<file path="src/rgbpt_pkg.sv">
// Purpose: shared constants for the rgb panel timing link (source and panel ends)
// Assumes: 125 MHz system clock on both ends
// Notes:   all horizontal counts are in pixel clocks, vertical counts in lines
package rgbpt_pkg;
   // system clock and pixel clock divider
   localparam int CLK_MHZ       = 125;
   localparam int PIX_DIV       = 4;    // 125 MHz / 4 = 31.25 MHz pixel clock
   // panel reset pulse
   localparam int RST_PULSE_US  = 10;
   localparam int RST_CYC       = RST_PULSE_US * CLK_MHZ;
   // horizontal timing, counted from the start of horizontal sync
   localparam int H_ACTIVE      = 800;
   localparam int H_BACK        = 46;
   localparam int H_SYNC        = 20;
   localparam int H_FRONT       = 210;
   // vertical timing, counted from the start of vertical sync
   localparam int V_ACTIVE      = 600;
   localparam int V_BACK        = 23;
   localparam int V_SYNC        = 3;
   localparam int V_FRONT       = 12;
   // counter widths and buffering
   localparam int H_CNT_W       = 11;
   localparam int V_CNT_W       = 10;
   localparam int RST_CNT_W     = 11;
   localparam int RGB_W         = 24;
   localparam int FIFO_DEPTH    = 4;
   // dither step: add a 2x2 ordered offset, saturate, then ground the two lsbs
   function automatic logic [7:0] rgbpt_dither(input logic [7:0] c, input logic [1:0] ofs);
      logic [8:0] sum;
      sum = {1'b0, c} + {7'h00, ofs};
      if (sum[8])
         sum = 9'h0ff;
      return {sum[7:2], 2'h0};
   endfunction : rgbpt_dither
endpackage : rgbpt_pkg

</file>
<file path="src/rgbpt_if.sv">
// Purpose: parallel rgb panel link between timing source and panel
// Assumes: source drives every signal, panel only listens
// Notes:   pixel clock is a plain wire here; the panel oversamples it
`timescale 1ns/10ps
interface rgbpt_if;
   logic        pixelClock;
   logic        hSync;
   logic        vSync;
   logic        pixelValid;
   logic [23:0] rgb;
   logic        panelRstN;
   logic        modeSelect;
   logic        ditherDisable;
   logic        verticalFlip;
   logic        horizontalFlip;
   modport source (output pixelClock, hSync, vSync, pixelValid, rgb, panelRstN,
                   modeSelect, ditherDisable, verticalFlip, horizontalFlip);
   modport panel  (input  pixelClock, hSync, vSync, pixelValid, rgb, panelRstN,
                   modeSelect, ditherDisable, verticalFlip, horizontalFlip);
endinterface : rgbpt_if

</file>
<file path="src/rgbpt_source.sv">
// Purpose: display controller end: makes pixel clock, syncs, valid strobe and pixel data
// Assumes: user pushes pixels in raster order through a small fifo
// Notes:   all link timing comes from parameters; pixel clock is a clk divider
// Overview of operation
// each active line carries 800 pixels
// pixel clock at most 50 MHz
// pixel clock duty between 40 and 60 percent
// line period 862 to 1200 clocks
// horizontal sync 1 to 40 clocks
// back porch fixed at 46 clocks
// front porch 16 to 354 clocks
// each frame carries 600 active lines
// frame period 624 to 700 lines
// vertical sync 1 to 20 lines
// vertical back porch fixed at 23 lines
// vertical front porch 1 to 77 lines
// panel reset held low at least 10 us
// drive link only after supplies, before backlight; pixel clock here starts in the same cycle as backlight
// mode high: valid strobe; low: syncs only
// panel in reset while reset input low
// dither disable: 18-bit, else dither 24-bit
// two flip inputs select scan order
// valid strobe only on active pixels
// link changes away from sampling edge
`timescale 1ns/10ps

// fifo with registered ready, drained by the timing generator
module rgbpt_fifo #(
   parameter int WIDTH = 24,
   parameter int DEPTH = 4
) (
   // clock and reset
   input  wire logic             clk,
   input  wire logic             sys_rst,
   input  wire logic             ce,
   // fill side
   input  wire logic             inValid,
   output      logic             inReady,
   input  wire logic [WIDTH-1:0] inData,
   // drain side
   output      logic             outValid,
   input  wire logic             outReady,
   output      logic [WIDTH-1:0] outData
);
   localparam int PTR_W = (DEPTH > 1) ? $clog2(DEPTH) : 1;
   typedef struct packed {
      logic [DEPTH-1:0][WIDTH-1:0] mem;
      logic [PTR_W-1:0]            wrPtr;
      logic [PTR_W-1:0]            rdPtr;
      logic [PTR_W:0]              count;
      logic                        ready;
   } rgbpt_fifo_state_type;
   rgbpt_fifo_state_type fifo_reg, fifo_next;
   logic                 doWr;
   logic                 doRd;

   // pointer and count update; ready is registered so it never depends on outReady
   always_comb
   begin
      fifo_next = fifo_reg;
      doWr      = inValid && fifo_reg.ready;
      doRd      = outReady && (fifo_reg.count != '0);
      if (doWr)
      begin
         fifo_next.mem[fifo_reg.wrPtr] = inData;
         fifo_next.wrPtr = (fifo_reg.wrPtr == PTR_W'(DEPTH - 1)) ? '0 : fifo_reg.wrPtr + 1'b1;
      end
      if (doRd)
         fifo_next.rdPtr = (fifo_reg.rdPtr == PTR_W'(DEPTH - 1)) ? '0 : fifo_reg.rdPtr + 1'b1;
      fifo_next.count = fifo_reg.count + (PTR_W + 1)'(doWr) - (PTR_W + 1)'(doRd);
      fifo_next.ready = fifo_next.count < (PTR_W + 1)'(DEPTH);
   end

   always_ff @(posedge clk)
   begin
      if (sys_rst)
         fifo_reg <= '0;
      else if (ce)
         fifo_reg <= fifo_next;
   end

   assign inReady  = fifo_reg.ready;
   assign outValid = fifo_reg.count != '0;
   assign outData  = fifo_reg.mem[fifo_reg.rdPtr];
endmodule : rgbpt_fifo

module rgbpt_source
   import rgbpt_pkg::*;
#(
   parameter int HSYNC_W  = H_SYNC,
   parameter int HBACK    = H_BACK,
   parameter int HACT     = H_ACTIVE,
   parameter int HFRONT   = H_FRONT,
   parameter int VSYNC_W  = V_SYNC,
   parameter int VBACK    = V_BACK,
   parameter int VACT     = V_ACTIVE,
   parameter int VFRONT   = V_FRONT,
   parameter int RST_HOLD = RST_CYC
) (
   // clock, reset, enable
   input  wire logic             clk,
   input  wire logic             sys_rst,
   input  wire logic             ce,
   // panel link
   rgbpt_if.source               link,
   // user pixel stream
   input  wire logic             pixInValid,
   output      logic             pixInReady,
   input  wire logic [RGB_W-1:0] pixInData,
   // user control
   input  wire logic             supplyGood,
   input  wire logic             modeSel,
   input  wire logic             ditherOff,
   input  wire logic             flipV,
   input  wire logic             flipH,
   // status
   output      logic             backlightEn,
   output      logic             underrun
);
   localparam int HTOTAL = HBACK + HACT + HFRONT;
   localparam int VTOTAL = VBACK + VACT + VFRONT;
   localparam int HALF   = PIX_DIV / 2;

   typedef struct packed {
      logic [1:0]           div;
      logic [H_CNT_W-1:0]   hCnt;
      logic [V_CNT_W-1:0]   vCnt;
      logic [RST_CNT_W-1:0] rstCnt;
      logic                 running;
      logic                 pixClk;
      logic                 hs;
      logic                 vs;
      logic                 de;
      logic [RGB_W-1:0]     rgb;
      logic                 rstN;
      logic                 mode;
      logic                 dith;
      logic                 vf;
      logic                 hf;
      logic                 bl;
      logic                 under;
   } rgbpt_src_state_type;
   rgbpt_src_state_type src_reg, src_next;

   logic             fifoValid;
   logic             fifoPop;
   logic [RGB_W-1:0] fifoData;
   logic             act;

   rgbpt_fifo #(
      .WIDTH (RGB_W),
      .DEPTH (FIFO_DEPTH)
   ) u_fifo (
      .clk      (clk),
      .sys_rst  (sys_rst),
      .ce       (ce),
      .inValid  (pixInValid),
      .inReady  (pixInReady),
      .inData   (pixInData),
      .outValid (fifoValid),
      .outReady (fifoPop),
      .outData  (fifoData)
   );

   // reset sequencing, pixel clock divider and raster counters
   always_comb
   begin
      src_next       = src_reg;
      src_next.under = 1'b0;
      fifoPop        = 1'b0;
      act            = 1'b0;
      if (!src_reg.running)
      begin
         // quiet link until supplies
         src_next.rstN = 1'b0;
         if (supplyGood)
            src_next.rstCnt = src_reg.rstCnt + 1'b1;
         else
            src_next.rstCnt = '0;
         // reset low 10 us
         if (supplyGood && src_reg.rstCnt == RST_CNT_W'(RST_HOLD - 1))
         begin
            src_next.rstN    = 1'b1;
            src_next.running = 1'b1;
            // wrap to zero on the next tick, so the first high phase is full width
            src_next.div     = 2'(PIX_DIV - 1);
            src_next.hCnt    = H_CNT_W'(HTOTAL - 1);
            src_next.vCnt    = V_CNT_W'(VTOTAL - 1);
         end
      end
      else
      begin
         // divide by four, even duty
         src_next.div    = (src_reg.div == 2'(PIX_DIV - 1)) ? 2'h0 : src_reg.div + 2'h1;
         src_next.pixClk = src_next.div < 2'(HALF);
         src_next.mode   = modeSel;
         src_next.dith   = ditherOff;
         src_next.vf     = flipV;
         src_next.hf     = flipH;
         // backlight on in the same cycle as the first pixel clock high, before any sync or data
         src_next.bl     = 1'b1;
         // update on falling edge
         if (src_next.div == 2'(HALF))
         begin
            // line and frame wrap
            if (src_reg.hCnt == H_CNT_W'(HTOTAL - 1))
            begin
               src_next.hCnt = '0;
               src_next.vCnt = (src_reg.vCnt == V_CNT_W'(VTOTAL - 1)) ? '0 : src_reg.vCnt + 1'b1;
            end
            else
               src_next.hCnt = src_reg.hCnt + 1'b1;
            // sync widths
            src_next.hs = src_next.hCnt < H_CNT_W'(HSYNC_W);
            src_next.vs = src_next.vCnt < V_CNT_W'(VSYNC_W);
            // active window
            act = (src_next.hCnt >= H_CNT_W'(HBACK)) && (src_next.hCnt < H_CNT_W'(HBACK + HACT))
               && (src_next.vCnt >= V_CNT_W'(VBACK)) && (src_next.vCnt < V_CNT_W'(VBACK + VACT));
            // strobe in valid mode only
            src_next.de = act && modeSel;
            fifoPop     = act;
            if (act && fifoValid)
               src_next.rgb = fifoData;
            else
               src_next.rgb = '0;            // blanking and starved pixels go black
            src_next.under = act && !fifoValid;
         end
      end
   end

   always_ff @(posedge clk)
   begin
      if (sys_rst)
         src_reg <= '0;
      else if (ce)
         src_reg <= src_next;
   end

   // link and status straight from the state register
   assign link.pixelClock     = src_reg.pixClk;
   assign link.hSync          = src_reg.hs;
   assign link.vSync          = src_reg.vs;
   assign link.pixelValid     = src_reg.de;
   assign link.rgb            = src_reg.rgb;
   assign link.panelRstN      = src_reg.rstN;
   assign link.modeSelect     = src_reg.mode;
   assign link.ditherDisable  = src_reg.dith;
   assign link.verticalFlip   = src_reg.vf;
   assign link.horizontalFlip = src_reg.hf;
   assign backlightEn         = src_reg.bl;
   assign underrun            = src_reg.under;
endmodule : rgbpt_source

</file>
<file path="src/flat_wrapper.sv">
// flat-port wrapper written by rule: the top's interface ports become plain ports
module rgbpt_source_flat import rgbpt_pkg::*;
#(
   parameter int HSYNC_W  = H_SYNC,
   parameter int HBACK    = H_BACK,
   parameter int HACT     = H_ACTIVE,
   parameter int HFRONT   = H_FRONT,
   parameter int VSYNC_W  = V_SYNC,
   parameter int VBACK    = V_BACK,
   parameter int VACT     = V_ACTIVE,
   parameter int VFRONT   = V_FRONT,
   parameter int RST_HOLD = RST_CYC
)
  (clk, sys_rst, ce, pixInValid, pixInReady, pixInData, supplyGood, modeSel, ditherOff, flipV, flipH, backlightEn, underrun, link_pixelClock, link_hSync, link_vSync, link_pixelValid, link_rgb, link_panelRstN, link_modeSelect, link_ditherDisable, link_verticalFlip, link_horizontalFlip);
  rgbpt_if link_i ();
  input  wire logic clk;
  input  wire logic sys_rst;
  input  wire logic ce;
  input  wire logic pixInValid;
  output      logic pixInReady;
  input  wire logic [RGB_W-1:0] pixInData;
  input  wire logic supplyGood;
  input  wire logic modeSel;
  input  wire logic ditherOff;
  input  wire logic flipV;
  input  wire logic flipH;
  output      logic backlightEn;
  output      logic underrun;
  output wire logic [$bits(link_i.pixelClock)-1:0] link_pixelClock;
  output wire logic [$bits(link_i.hSync)-1:0] link_hSync;
  output wire logic [$bits(link_i.vSync)-1:0] link_vSync;
  output wire logic [$bits(link_i.pixelValid)-1:0] link_pixelValid;
  output wire logic [$bits(link_i.rgb)-1:0] link_rgb;
  output wire logic [$bits(link_i.panelRstN)-1:0] link_panelRstN;
  output wire logic [$bits(link_i.modeSelect)-1:0] link_modeSelect;
  output wire logic [$bits(link_i.ditherDisable)-1:0] link_ditherDisable;
  output wire logic [$bits(link_i.verticalFlip)-1:0] link_verticalFlip;
  output wire logic [$bits(link_i.horizontalFlip)-1:0] link_horizontalFlip;
  assign link_pixelClock = link_i.pixelClock;
  assign link_hSync = link_i.hSync;
  assign link_vSync = link_i.vSync;
  assign link_pixelValid = link_i.pixelValid;
  assign link_rgb = link_i.rgb;
  assign link_panelRstN = link_i.panelRstN;
  assign link_modeSelect = link_i.modeSelect;
  assign link_ditherDisable = link_i.ditherDisable;
  assign link_verticalFlip = link_i.verticalFlip;
  assign link_horizontalFlip = link_i.horizontalFlip;
  rgbpt_source #(.HSYNC_W(HSYNC_W), .HBACK(HBACK), .HACT(HACT), .HFRONT(HFRONT), .VSYNC_W(VSYNC_W), .VBACK(VBACK), .VACT(VACT), .VFRONT(VFRONT), .RST_HOLD(RST_HOLD)) u_core (.clk(clk), .sys_rst(sys_rst), .ce(ce), .link(link_i), .pixInValid(pixInValid), .pixInReady(pixInReady), .pixInData(pixInData), .supplyGood(supplyGood), .modeSel(modeSel), .ditherOff(ditherOff), .flipV(flipV), .flipH(flipH), .backlightEn(backlightEn), .underrun(underrun));
endmodule
</file>
<file path="config.mk">
export PLATFORM = sky130hd
export DESIGN_NAME = rgbpt_source_flat
export DESIGN_NICKNAME = d
export VERILOG_FILES = /design/src/rgbpt_pkg.sv /design/src/rgbpt_if.sv /design/src/rgbpt_source.sv /design/src/flat_wrapper.sv
export SDC_FILE = /design/constraint.sdc
export NUM_CORES = 1
export LEC_CHECK = 0
export BUFFER_PORTS_ARGS = -buffer_cell sky130_fd_sc_hd__buf_2
export CAP_MARGIN = 20
export CORE_ASPECT_RATIO = 0.9
export CORE_UTILIZATION = 50
export CTS_CLUSTER_DIAMETER = 100
export DETAILED_ROUTE_END_ITERATION = 8
export PLACE_DENSITY = 0.7
export SETUP_SLACK_MARGIN = 0.4
export SYNTH_ARGS = -nofsm -noshare
export SYNTH_HDL_FRONTEND = slang
export SYNTH_SLANG_ARGS = --single-unit
</file>
<file path="constraint.sdc">
create_clock -name clk -period 4.9 [get_ports clk]
set_input_delay 0.245 -clock clk [delete_from_list [all_inputs] [get_ports clk]]
set_output_delay 0.245 -clock clk [all_outputs]
set_load 0.02 [all_outputs]
</file>
==> Yosys cells after proc, flatten, opt, wreduce, memory -nomap -nowiden <==
Index checks and enable logic that the tools add are counted.
{ "classes": {"addsub": 8, "reduce_logical": 20, "bitwise_logic": 1, "n_eq_ne": 8, "order_cmp": 11, "mux": 26} }
{ "op_table": {"columns": ["op", "n"], "rows": [
  ["bitwise mux 96 bit", 1],
  ["two-way mux 24 bit", 3],
  ["binary-select mux 24 bit (select 2 bit)", 1],
  ["demux 24 bit (select 2 bit)", 1],
  ["two-way mux 23 bit", 2],
  ["two-way mux 11 bit", 4],
  ["two-way mux 10 bit", 4],
  ["adder 11 x 1 -> 11 bit, second input constant", 2],
  ["== test 11 bit, second input constant", 2],
  ["two-way mux 21 bit", 1],
  ["greater-or-equal comparator 11 x 6 -> 1 bit, second input constant", 1],
  ["less-than comparator 11 x 10 -> 1 bit, second input constant", 1],
  ["less-than comparator 11 x 5 -> 1 bit, second input constant", 1],
  ["adder 10 x 1 -> 10 bit, second input constant", 1],
  ["== test 10 bit, second input constant", 1],
  ["greater-or-equal comparator 10 x 5 -> 1 bit, second input constant", 1],
  ["logical AND 1 bit", 10],
  ["less-than comparator 10 bit, second input constant", 1],
  ["less-than comparator 10 x 2 -> 1 bit, second input constant", 1],
  ["AND reduction 2 bit", 5],
  ["== test 2 bit, second input constant", 4],
  ["adder 2 x 1 -> 2 bit, second input constant", 3],
  ["less-than comparator 2 x 3 -> 1 bit, second input constant", 2],
  ["two-way mux 1 bit", 6],
  ["other kinds (12)", 15]
]} }
{ "word_totals": {"inputBits": 33, "elab_cells": 99, "reg_bits": 174, "out_inout_bits": 36} }

==> Depth between registers and ports, before layout <==
Gate-level depths: netlist of run 1.
{ "logic_depth": {"ltp_word": 14, "ltp_mapped": 19, "mapped_depth_nobuf": 18} }

==> Cells and area by module <==
A second synthesis of run 1 with hierarchy kept.
{ "unflattened": {"cells_unflattened": 961, "area_unflattened_um2": 8162.8} }
{ "by_module_without_submodules": {"columns": ["module", "cells_each", "seq_area_each_um2", "instances", "area_per_inst_um2"], "rows": [
  ["rgbpt_fifo", 505, 2082.0, 1, 4360.4],
  ["rgbpt_source", 456, 1401.3, 1, 3802.4]
]} }

==> Worst setup path after synthesis of run 1 <==
No wires, ideal clock.
{ "synth_path": {"kind": "register -> register", "startpoint": "register u_core.src_reg[63] in the netlist's numbering", "endpoint": "register u_core.u_fifo.fifo_reg[3] in the netlist's numbering", "arrival_ps": 3582, "stages_incl_launch_ff": 18, "setup_time_ps": 128, "path_buffers": 1, "t_required_ps": 4772, "slack_ps": 1190, "period_less_slack_ps": 3710, "cell_sequence": "dfxtp_1 buf_6 nor4b_4 nand3_1 or3_1 a21boi_1 o31ai_1 nand3_1 nand3_1 nor3_1 ha_1 inv_1 ha_1 fa_1 xnor2_1 nand2_1 xor2_1 nor2_1"} }
{ "synth_via": {"elab_chain_len": 12, "elab_cells_between_ends": 19, "classes_between": "add/sub (2); order compare (4); eq/ne (1); mux (8); reduce/logical (4)"} }
{ "synth_rtl": {"columns": ["element", "line", "rtl"], "rows": [
  ["from (decl)", "rgbpt_source.sv:143", "rgbpt_src_state_type src_reg, src_next;"],
  ["from (signal assigned)", "rgbpt_source.sv:236", "src_reg <= src_next;"],
  ["adder 11 x 1 -> 11 bit or == test 11 bit (tied branches)", "rgbpt_source.sv:212, rgbpt_source.sv:206", null],
  ["two-way mux 11 bit", "rgbpt_source.sv:206", "if (src_reg.hCnt == H_CNT_W'(HTOTAL - 1))"],
  ["two-way mux 11 bit", "rgbpt_source.sv:203", "if (src_next.div == 2'(HALF))"],
  ["two-way mux 11 bit", "rgbpt_source.sv:172", "if (!src_reg.running)"],
  ["greater-or-equal comparator 11 x 6 -> 1 bit or less-than comparator 11 x 10 -> 1 bit (tied branches)", "rgbpt_source.sv:217", "act = (src_next.hCnt >= H_CNT_W'(HBACK)) && (src_next.hCnt < H_CNT_W'(HBACK + HACT))"],
  ["logical AND 1 bit", "rgbpt_source.sv:217", null],
  ["logical AND 1 bit", "rgbpt_source.sv:218", "&& (src_next.vCnt >= V_CNT_W'(VBACK)) && (src_next.vCnt < V_CNT_W'(VBACK + VACT));"],
  ["logical AND 1 bit (*)", "rgbpt_source.sv:218", null],
  ["two-way mux 1 bit (*)", "rgbpt_source.sv:203", null],
  ["two-way mux 1 bit (*)", "rgbpt_source.sv:172", null],
  ["logical AND 1 bit (*)", "rgbpt_source.sv:62", "doRd = outReady && (fifo_reg.count != '0);"],
  ["subtractor 3 x 1 -> 3 bit (*)", "rgbpt_source.sv:70", "fifo_next.count = fifo_reg.count + (PTR_W + 1)'(doWr) - (PTR_W + 1)'(doRd);"],
  ["to (signal assigned)", "rgbpt_source.sv:79", "fifo_reg <= fifo_next;"],
  ["to (decl)", "rgbpt_source.sv:53", "rgbpt_fifo_state_type fifo_reg, fifo_next;"]
]} }
Mark *: on every way between the ends. The rest lies on a longest branch, timed or not. The select of a mux whose other input is x is not followed.
A chain may end at the register's enable or synchronous reset.

==> Worst setup path in the final report of run 1 <==
{ "layout_path": {"startpoint": "register u_core.src_reg[57] in the netlist's numbering", "endpoint": "register u_core.u_fifo.fifo_reg[3] in the netlist's numbering"} }
The elaborated chain is that of the path after synthesis.

==> impl_metrics.ini, run 1 <==
[timing]
fin_crit_sh_pct = 84.35
tns_ps = 0
worst_pin_slew_ps = 1064
rsz0062_at_grt = false
maxClockFrequency_ghz = 0.2420
setup_ws_ps = 767.0
skew_ps = 13.23
hold_viol_final = 0
setup_violations = 0
relSlewSlack_pct = 28.90
min_period_ps = 4133
drv_slew = 0

[worst_setup_path]
r2r-end = u_core.u_fifo.fifo_reg[3]
path_max_fanout = 15
reg2reg_from = u_core.src_reg[57]
cp_data_required_time_ps = 5170
r2r_cells = 17
crit_path_end_kind = register
cp.arrival_ps = 4410
start_kind = register
critPathKind = reg2reg
ff2ff_setup_slack_ps = 770

[synth]
syn_nets = 1000
synth_cell_types = 73
synthCells = 952
ys_ff_latch = 174
synth_edf_count = 0
syn_area_mm2 = 0.008183
async_flop_share_pct = 0
avgSynthCellArea_um2 = 8.595
ys.flop_type = dfxtp_1
yosys_warnings = 0
seq_area_frac_synth_pct = 42.57

[cells_and_area]
stdcell_count = 1170
syn_to_final_growth_pct = 8.639
largest_register_ffs = 103
postLayoutCellArea_mm2 = 0.008890
fin_nets = 1003
n_fill_cell = 1414
seqCellArea_mm2 = 0.003485
multi_input_area_mm2 = 0.004089
drive_above_1_share_pct = 15.62

[clock_tree]
path_clk_slew_ps = 70
clockRootBuffer = clkbuf_16
cts_buffers = 17
cts_tree = yes
htree_levels = 4
clockBufferDepth = 2
clk-insertion-delay-late_ps = 430
clock_sinks = 174
hold_buffers = 0

[hold_path]
hold_depth = 3
hp-class = in2reg
holdPathEnd = u_core.u_fifo.fifo_reg[47]
hp-start = pixInData[15]

[place]
dp_cells = 1132
hpwl_um = 11500
place.gp.congestion = 0.9116
portBuffers = 68
placed_area_mm2 = 0.008240
place_ws_ps = 632.7

[run]
drv_cap = 0

[outcome]
status = finished, final reports clean

[pwr]
peakVddDrop_uv = 295.9
p_leak_uw = 0.003110
p_per_area_mw_per_mm2 = 314.8

[drt]
num_vias = 6603
drc = 0
wl_per_cell_um = 16.26
drt_iter0_markers = 468
dr.pass1.iters = 5
route.antenna.remaining_nets = 0
detail_route.vias_per_cell = 5.644
wl_um = 19020

[floorplanning]
io-pin-count = 69
start_util_pct = 52.09
design.core.area_mm2 = 0.01571
die_x_um = 136.9
dieArea_mm2 = 0.01688
core.rowCount = 43
fp.dieH_um = 123.4

[global_route]
antenna_found_initial = 1
grt_pass1_wl_um = 30680
grt_max_degree = 88
track_usage_pct = 23.53
grt_pass1_vias = 5981
grt-ovfl-total = 0
metal layers:
layer | GRT usage [%] | wire length (um)
met1 | 32.82 | 9049
met4 | 6.250 | 225
met5 | 0 | 0
met2 | 36.10 | 8600
met3 | 6.027 | 1145
area by class of cell:
class,count,share of cell area [%]
Multi-Input combinational cell,671,46.00
Sequential cell,174,39.20
Timing Repair Buffer,78,5.236
Clock buffer,18,4.828
Tap cell,202,2.843
Clock inverter,13,1.323
Inverter,13,0.5489
Antenna cell,1,0.02815
cell usage after synthesis (2+ instances only):
cell type      instances  area share, %
nor3_1                18            1.1
and3_2                 3           0.28
o41ai_1                2           0.21
o311ai_0               2           0.21
buf_1                  2          0.092
a22o_1                24            2.6
o31ai_1                4           0.37
a31oi_1                4           0.31
nand3_1               20            1.2
mux2i_1                3           0.37
nand3b_1               3           0.28
or4_1                  4           0.37
a21boi_0               2           0.18
clkbuf_1              50            2.3
and2_1                 4           0.31
dlygate4sd3_1          5           0.61
and4_4                 2           0.28
or4bb_1                2           0.28
o21ai_0               23            1.4
xor2_1                 7           0.75
xnor2_1                6           0.64
nand2b_1               4           0.31
a21oi_1              135            8.3
a311oi_1               3           0.32
a22oi_1                2           0.18
ha_1                  14            2.1
inv_1                 13           0.60
o21a_1                 2           0.18
nand2_1              232             11
nor2_1                48            2.2
buf_4                 25            2.3
o211ai_1               3           0.28
buf_6                  6           0.83
o2bb2ai_1              2           0.21
buf_8                  3           0.55
nand4_1               17            1.3
and3_1                 9           0.69
nor2b_1                3           0.23
dfxtp_1              174             43
a211oi_1               4           0.37
or3_1                  9           0.69
mux4_2                 4            1.1
mux4_4                20            6.1
stage by stage:
stage                     utilization (%)  power (uW)  hold WS, ps
after floorplan                         -        1518        381.0
after global placement              52.45        1555        438.1
after detailed placement            52.45        1556        444.6
after CTS                           55.93        2813        71.63
after global routing                56.57        2890        74.73
final                               56.59        2799        84.24
how the worst max path moves through the flow:
stage	start	endpoint	slack (ps)	depth (start not counted)
3_3_place_gp	u_core.src_reg[57]	u_core.u_fifo.fifo_reg[3]	800	17
6_report	u_core.src_reg[57]	u_core.u_fifo.fifo_reg[3]	770	17
2_1_floorplan	u_core.src_reg[63]	u_core.u_fifo.fifo_reg[3]	1190	17
3_5_place_dp	u_core.src_reg[57]	u_core.u_fifo.fifo_reg[3]	630	17
5_1_grt	u_core.src_reg[57]	u_core.u_fifo.fifo_reg[3]	470	17
4_1_cts	u_core.src_reg[57]	u_core.u_fifo.fifo_reg[3]	600	17
report_power, final:
| group | switching [uW] | leakage (uW) | internal, uW |
|---|---|---|---|
| clock | 575 | 0.000255 | 698 |
| sequential | 6.37 | 0.00140 | 1420 |
| combinational | 62.7 | 0.00145 | 33.3 |
| total | 644 | 0.00311 | 2150 |
cells in the final DEF (no fill, tap or decap), types with 4 or more instances in the layout:
cell type	netlist	final
nand2_1	232	232
dfxtp_1	174	173
a21oi_1	135	135
buf_2	1	67
nor2_1	48	47
a22o_1	24	24
o21ai_0	23	23
mux4_4	20	20
nand3_1	20	19
nor3_1	18	18
nand4_1	17	17
clkbuf_16	0	17
inv_1	13	13
ha_1	14	13
and3_1	9	9
or3_1	9	9
buf_4	25	8
xor2_1	7	7
xnor2_1	6	6
clkinvlp_4	0	5
o31ai_1	4	4
or4_1	4	4
a31oi_1	4	4
and2_1	4	4
mux4_2	4	4
nand2b_1	4	4
a211oi_1	4	4
critical path, stage by stage (launching register included):
cell and delay (ps):
dfxtp_1 410, ha_2 320, and4_4 380, nand4_4 180
or4b_4 530, o2bb2ai_2 150, a221oi_2 250, nor2_1 110
nand3_1 150, nor3_1 90, ha_1 310, inv_1 40
ha_1 180, fa_1 370, xnor2_1 220, nand2_1 100
xor2_1 150, nor2_1 50
cell families after synthesis:
family	share of synthesized area, %
buffers and inverters	7.584
xor gates and xnor gates	1.391
and+or+nand+nor	21.68
adders and majority gates	2.385
AOI/OAI and AO/OA	16.80
muxes	7.584
DFF	42.57
timing repair:
action                     CTS  global route
setup endpoints to repair    0             2
buffers inserted             0             3
gates resized for setup      0             3
Note: power is estimated with default switching activity, not from simulation.
==> inputs of run 2 (changes only) <==
--- a/config.mk
+++ b/config.mk
@@ -5,13 +5,14 @@
 export SDC_FILE = /design/constraint.sdc
 export NUM_CORES = 1
 export LEC_CHECK = 0
+export ABC_AREA = 1
 export BUFFER_PORTS_ARGS = -buffer_cell sky130_fd_sc_hd__buf_2
 export CAP_MARGIN = 20
 export CORE_ASPECT_RATIO = 0.9
 export CORE_UTILIZATION = 50
 export CTS_CLUSTER_DIAMETER = 100
 export DETAILED_ROUTE_END_ITERATION = 8
-export PLACE_DENSITY = 0.7
+export PLACE_DENSITY = 0.72
 export SETUP_SLACK_MARGIN = 0.4
 export SYNTH_ARGS = -nofsm -noshare
 export SYNTH_HDL_FRONTEND = slang
==> constraint.sdc (replaced) <==
create_clock -name clk -period 3.6 [get_ports clk]
set_input_delay 0.18 -clock clk [delete_from_list [all_inputs] [get_ports clk]]
set_output_delay 0.18 -clock clk [all_outputs]
set_load 0.02 [all_outputs]
==> run 2 against run 1 <==
Net effect: cell count is 26% higher; critical endpoint is now u_core.u_fifo.fifo_reg[2]; hold slack got worse by 77 ps; fmax is 29% higher; utilization increased by 2.7 points; the flow now finishes with violations (DRC); routed wire length increased by 22%; highest routed layer unchanged; via count is 25% higher.
==> impl_metrics.ini, run 2 <==
[global_route]
antenna_found_initial = 1
grt_pass1_vias = 7322
grt-ovfl-total = 0
grt_max_degree = 98
track_usage_pct = 26.49
grt_pass1_wl_um = 36660

[place]
place.gp.congestion = 0.9338
dp_cells = 1417
hpwl_um = 13820
portBuffers = 68
placed_area_mm2 = 0.008657

[cells_and_area]
multi_input_area_mm2 = 0.004264
syn_to_final_growth_pct = 15.03
n_fill_cell = 1545
seqCellArea_mm2 = 0.003503
layout_commonest_cell = nor2_1
stdcell_count = 1473
final_cell_mix = 300 x nor2_1, 167 x o21ai_0, 164 x dfxtp_1, 160 x nand2_1, 75 x inv_1
drive_above_1_share_pct = 15.42
largest_register_ffs = 103
postLayoutCellArea_mm2 = 0.009662
fin_nets = 1302

[drt]
drt_iter0_markers = 832
wl_um = 23210
num_vias = 8225
route.antenna.remaining_nets = 0
wl_per_cell_um = 15.76
drc = 4
detail_route.vias_per_cell = 5.584
dr.pass1.iters = 7

[timing]
hold_viol_final = 0
min_period_ps = 3210
hold-worst-slack_ps = 6.854
tns_ps = 0
setup_violations = 0
skew_ps = 9.554
maxClockFrequency_ghz = 0.3115
drv_slew = 0
relSlewSlack_pct = 35.88
fin_crit_sh_pct = 89.18
worst_pin_slew_ps = 960.7
rsz0062_at_grt = true

[worst_setup_path]
start_kind = register
ff2ff_setup_slack_ps = 390
r2r_cells = 19
crit_path_end_kind = register
reg2reg_from = u_core.src_reg[57]
critPathKind = reg2reg
path_max_fanout = 7
r2r-end = u_core.u_fifo.fifo_reg[2]
cp.arrival_ps = 3520
cp_data_required_time_ps = 3910

[clock_tree]
path_clk_slew_ps = 60
cts_tree = yes
htree_levels = 4
clockRootBuffer = clkbuf_16
clockBufferDepth = 2
clock_sinks = 174
clk-insertion-delay-late_ps = 430
cts_buffers = 17

[pwr]
power_uw = 4093
p_leak_uw = 0.004084
p_per_area_mw_per_mm2 = 423.6
peakVddDrop_uv = 451.1

[hold_path]
holdPathEnd = u_core.u_fifo.fifo_reg[81]
hold_depth = 3
hp-start = pixInData[1]
hp-class = in2reg

[run]
drv_cap = 0

[synth]
yosys.area.top_type = dfxtp_1
syn_area_mm2 = 0.008399
seq_area_frac_synth_pct = 41.47
syn_nets = 1266
ys_top_cells_by_area = dfxtp_1 41%, nor2_1 14%, o21ai_0 10%, nand2_1 7.4%, inv_1 3.4%
synth_common_cells = 307 x nor2_1, 174 x dfxtp_1, 168 x o21ai_0
avgSynthCellArea_um2 = 6.896
synth_most_common_cell = nor2_1
synth_cell_types = 42
yosys_warnings = 0
synth_edf_count = 0
ys.flop_type = dfxtp_1
ys_ff_latch = 174
yosysTopAreaCellShare_pct = 41.47
async_flop_share_pct = 0
synthCells = 1218

[floorplanning]
fp.dieH_um = 125.0
design.core.area_mm2 = 0.01630
core.rowCount = 44
io-pin-count = 69
start_util_pct = 51.54
dieArea_mm2 = 0.01732
die_x_um = 138.6

[outcome]
violations = DRC
status = complete, but fails checks
run 2: per-stage QoR:
step / worst slack, ps / util (%)
2_1_floorplan: 529.3 / -
3_3_place_gp: 254.8 / 53.13
3_5_place_dp: 176.5 / 53.13
4_1_cts: 415.1 / 58.15
5_1_grt: 222.4 / 59.29
6_report: 389.5 / 59.29
run 2: layout make-up:
cell class              count  area share [%]
flip-flops and latches    174           36.26
diodes                      1         0.02590
multi-input cells         869           44.13
clock inverters            10           1.696
repair buffers            109           7.200
inverters                  83           3.276
clock buffers              20           4.727
well taps                 207           2.681
run 2: report_power, final:
part | switching, uW | internal, uW | total (uW)
registers | 12.6 | 1940 | 1960
logic | 123 | 59.3 | 182
clock network | 764 | 1190 | 1960
total | 900 | 3190 | 4090
run 2: logic make-up (layout without fill, tap and decap cells):
kind of cell               after synthesis  count (layout)  share of synthesized area [%]
buffers and inverters                  176             222                          9.415
AOI/OAI and AO/OA                      265             265                          16.74
xor gates and xnor gates                 4               4                         0.4172
other                                    0               1                              0
and+or+nand+nor                        584             585                          29.63
DFF                                    174             174                          41.47
adders and majority gates               15              15                          2.324
run 2: layer usage:
layer	GRT usage, %	share of wire (%)
met1	35.92	45
met2	41.65	45
met3	5.362	8.2
met4	10.07	1.9
met5	0	0
run 2: critical path, cell delays in order, from the launching register on:
cell     delay (ps)
dfxtp_4         370
ha_4            170
nand2_8          80
nor2_8          200
inv_6            70
nor2_4          200
nand3_1         130
nand2_1         110
nor2_1           60
nand3_1          60
nand2_1          60
nand2_1         100
nand4_1         170
nor3_2          230
ha_1            250
inv_1            60
ha_2            170
fa_2            430
o21ai_2         120
a21oi_1          50
run 2: timing repair:
item	CTS	global route
hold endpoints to repair	2	0
resized for setup	16	37
setup buffers	14	8
pin swaps	5	14
endpoints found under the setup margin	3	5
hold buffers	2	0
cloned	1	0
run 2: how the worst max path moves through the flow:
stage	cells past startpoint	end	start	slack (ps)
after floorplan	23	u_core.u_fifo.fifo_reg[3]	u_core.src_reg[57]	530
after global placement	22	u_core.u_fifo.fifo_reg[3]	u_core.src_reg[57]	250
after detailed placement	21	u_core.u_fifo.fifo_reg[3]	u_core.src_reg[57]	180
after CTS	22	u_core.u_fifo.fifo_reg[3]	u_core.src_reg[47]	420
after global routing	20	u_core.u_fifo.fifo_reg[2]	u_core.src_reg[47]	220
final	19	u_core.u_fifo.fifo_reg[2]	u_core.src_reg[57]	390
==> inputs of run 3 (changes only) <==
--- a/config.mk
+++ b/config.mk
@@ -12,8 +12,10 @@
 export CORE_UTILIZATION = 50
 export CTS_CLUSTER_DIAMETER = 100
 export DETAILED_ROUTE_END_ITERATION = 8
-export PLACE_DENSITY = 0.72
+export PLACE_DENSITY = 0.7
 export SETUP_SLACK_MARGIN = 0.4
+export SLEW_MARGIN = 20
 export SYNTH_ARGS = -nofsm -noshare
 export SYNTH_HDL_FRONTEND = slang
+export SYNTH_HIERARCHICAL = 1
 export SYNTH_SLANG_ARGS = --single-unit
==> constraint.sdc (replaced) <==
create_clock -name clk -period 4.1 [get_ports clk]
set_input_delay 0.205 -clock clk [delete_from_list [all_inputs] [get_ports clk]]
set_output_delay 0.205 -clock clk [all_outputs]
set_load 0.02 [all_outputs]
==> run 3 against run 2 <==
Net effect: the run still ends with DRC left; cell count is 7.1% lower; count of clock-buffer cells in the layout is 1 lower; synthesized cell count is 6.2% lower; worst setup slack better by 310 ps; via count is 8.8% lower; sequential power is 12% lower; global-route usage is 2.2 points lower; flip-flop and latch count stayed put; first-iteration DRC count is 20% lower; utilization is 3.4 points lower; critical path depth is 3 higher.
==> impl_metrics.ini, run 3 <==
[outcome]
status = complete, but fails checks
violations = DRC

[worst_setup_path]
crit_path_end_kind = register
start_kind = register
reg2reg_from = u_core/src_reg[57]
ff2ff_setup_slack_ps = 700
cp_data_required_time_ps = 4430
slowest_stage = dfxtp_1
cp.arrival_ps = 3740
path_max_fanout = 9
worst_path_most_repeated_cell = nand3_1
critPathMaxStageDelay_ps = 380
r2r-end = u_core/u_fifo/fifo_reg[3]
r2r_cells = 22
critPathKind = reg2reg
crit_chain = ha_2 -> nand2_4 -> nor2_8 -> nand3_4 -> or2_1 -> nand3_1 -> nor2_1 -> nor2_2 -> nor2_4 -> nor2_8 -> nand3_1 -> nor2_1 -> and2_1 -> ha_1 -> inv_1 -> ha_1 -> inv_1 -> fa_1 -> nand3_1 -> nand3_1 -> nand2_1 -> inv_1

[synth]
synthCells = 1142
syn_area_mm2 = 0.008354
synth_cell_types = 41
async_flop_share_pct = 0
ys_ff_latch = 174
avgSynthCellArea_um2 = 7.315
yosysTopAreaCellShare_pct = 41.70
syn_nets = 1190
ys_top_cells_by_area = dfxtp_1 42%, o21ai_0 10%, a21oi_1 9.2%, nand2_1 7.1%, inv_1 5.4%
synth_common_cells = 174 x dfxtp_1, 168 x o21ai_0, 159 x nand2_1
ys.flop_type = dfxtp_1
seq_area_frac_synth_pct = 41.70
yosys.area.top_type = dfxtp_1
yosys_warnings = 6
synth_edf_count = 0
synth_most_common_cell = dfxtp_1

[global_route]
grt-ovfl-total = 0
grt_util_met1_pct = 34.99
gr-usage-met2_pct = 36.70
grt_max_degree = 58
grt_pass1_vias = 6755
antenna_found_initial = 0
grt.busiest_layer = met2
track_usage_pct = 24.26
use_met3_pct = 4.575
grt_pass1_wl_um = 33870

[timing]
fin_crit_sh_pct = 83.04
setup_violations = 0
min_period_ps = 3405
tns_ps = 0
hold_viol_final = 0
rsz0062_at_grt = false
maxClockFrequency_ghz = 0.2937
skew_ps = 7.323
hold-worst-slack_ps = 45.15
worst_pin_slew_ps = 1035
relSlewSlack_pct = 30.87
drv_slew = 0

[pwr]
p_per_area_mw_per_mm2 = 379.3
peakVddDrop_uv = 290.1
p_leak_uw = 0.003974

[drt]
num_vias = 7501
wl_um = 20240
drt_iter0_markers = 667
route.antenna.remaining_nets = 0
detail_route.vias_per_cell = 5.483
drc = 18
wl_per_cell_um = 14.79
dr.pass1.iters = 7

[cells_and_area]
drive_above_1_share_pct = 11.71
n_antenna_cell = 0
largest_register_ffs = 103
stdcell_count = 1368
layout_commonest_cell = dfxtp_1
n_fill_cell = 1551
fin_nets = 1197
syn_to_final_growth_pct = 8.642
final_cell_mix = 172 x dfxtp_1, 168 x o21ai_0, 159 x nand2_1, 154 x a21oi_1, 120 x inv_1

[place]
portBuffers = 68
dp_cells = 1337
place.gp.congestion = 0.8911
hpwl_um = 12860

[floorplanning]
io-pin-count = 69
fp.dieH_um = 124.6
dieArea_mm2 = 0.01723
die_x_um = 138.3
core.rowCount = 44
start_util_pct = 51.44
design.core.area_mm2 = 0.01624

[clock_tree]
cts_buffers = 17
cts_tree = yes
clock_sinks = 174
clockRootBuffer = clkbuf_16
clk-insertion-delay-late_ps = 430
path_clk_slew_ps = 70
htree_levels = 4
clockBufferDepth = 2

[hold_path]
hp-class = in2reg
hold_depth = 3
hp-start = ditherOff
holdPathEnd = u_core/link.ditherDisable

[run]
drv_cap = 0
[run 3: cell types whose count changed after synthesis, sizes merged, moves of 7 or more]
cell,delta
nor2,-198
inv,+40
nand2,-7
a21oi,+100
clkbuf,-16
buf,+13
[run 3: how the worst max path moves through the flow]
stage | to | cells after the start | start
6_report | u_core/u_fifo/fifo_reg[3] | 22 | u_core/src_reg[57]
5_1_grt | u_core/u_fifo/fifo_reg[3] | 23 | u_core/src_reg[57]
4_1_cts | u_core/u_fifo/fifo_reg[3] | 22 | u_core/src_reg[58]
3_5_place_dp | u_core/u_fifo/fifo_reg[3] | 22 | u_core/src_reg[58]
3_3_place_gp | u_core/u_fifo/fifo_reg[3] | 22 | u_core/src_reg[58]
2_1_floorplan | u_core/u_fifo/fifo_reg[3] | 23 | u_core/src_reg[58]
[run 3: report_power, final]
part           total [uW]  internal (uW)  switching (uW)
registers            1720           1710            11.1
clock network        1580            899             681
logic                 145           44.1             100
total                3440           2650             792
[run 3: cell type report]
type,instances,area [um2],area share [%]
inverter,123,464.2,5.114
clock inverter,12,136.4,1.503
tap,207,259.0,2.854
multi-input combinational,755,3882,42.78
sequential,174,3486,38.41
clock buffer,19,432.9,4.770
timing repair buffer,78,415.4,4.577
[run 3: routing by layer]
layer,vias up,part of all wire (%)
li1,3827,-
met3,17,5.8
met5,-,0
met1,3445,48
met2,212,45
met4,0,1.0
[run 3: worst max-delay path, delay by kind of cell, from the launching register on]
family	cells	cell delay (ps)
DFF	1	380
adders and majority gates	4	940
buffers and inverters	3	150
and+or+nand+nor	15	1840
[run 3: timing repair]
item                       4_1_cts  5_1_grt
buffers inserted                 0        0
resized for setup                0        7
hold buffers                     0        0
setup endpoints to repair        0        2
[run 3: kinds of logic (layout without fill, tap and decap cells)]
| family | count (synthesis) | after routing | share of synthesized area [%] |
|---|---|---|---|
| AND/OR/NAND/NOR | 368 | 368 | 20.49 |
| AO/OA/AOI/OAI | 367 | 367 | 22.91 |
| buffers and inverters | 213 | 232 | 12.04 |
| flip-flops | 174 | 174 | 41.70 |
| adder cells (fa/ha/maj) | 15 | 15 | 2.336 |
| XOR/XNOR | 5 | 5 | 0.5242 |
[run 3: through the flow]
stage / setup slack (ps) / total power (uW) / utilization, % / instance area (um2)
4_1_cts: 646.2 / 3476 / 55.76 / 9056
3_3_place_gp: 746.4 / 1897 / 52.26 / 8487
5_1_grt: 420.0 / 3570 / 55.89 / 9076
6_report: 695.3 / 3443 / 55.89 / 9076
3_5_place_dp: 652.4 / 1899 / 52.26 / 8487
2_1_floorplan: 783.8 / 1849 / - / 8354
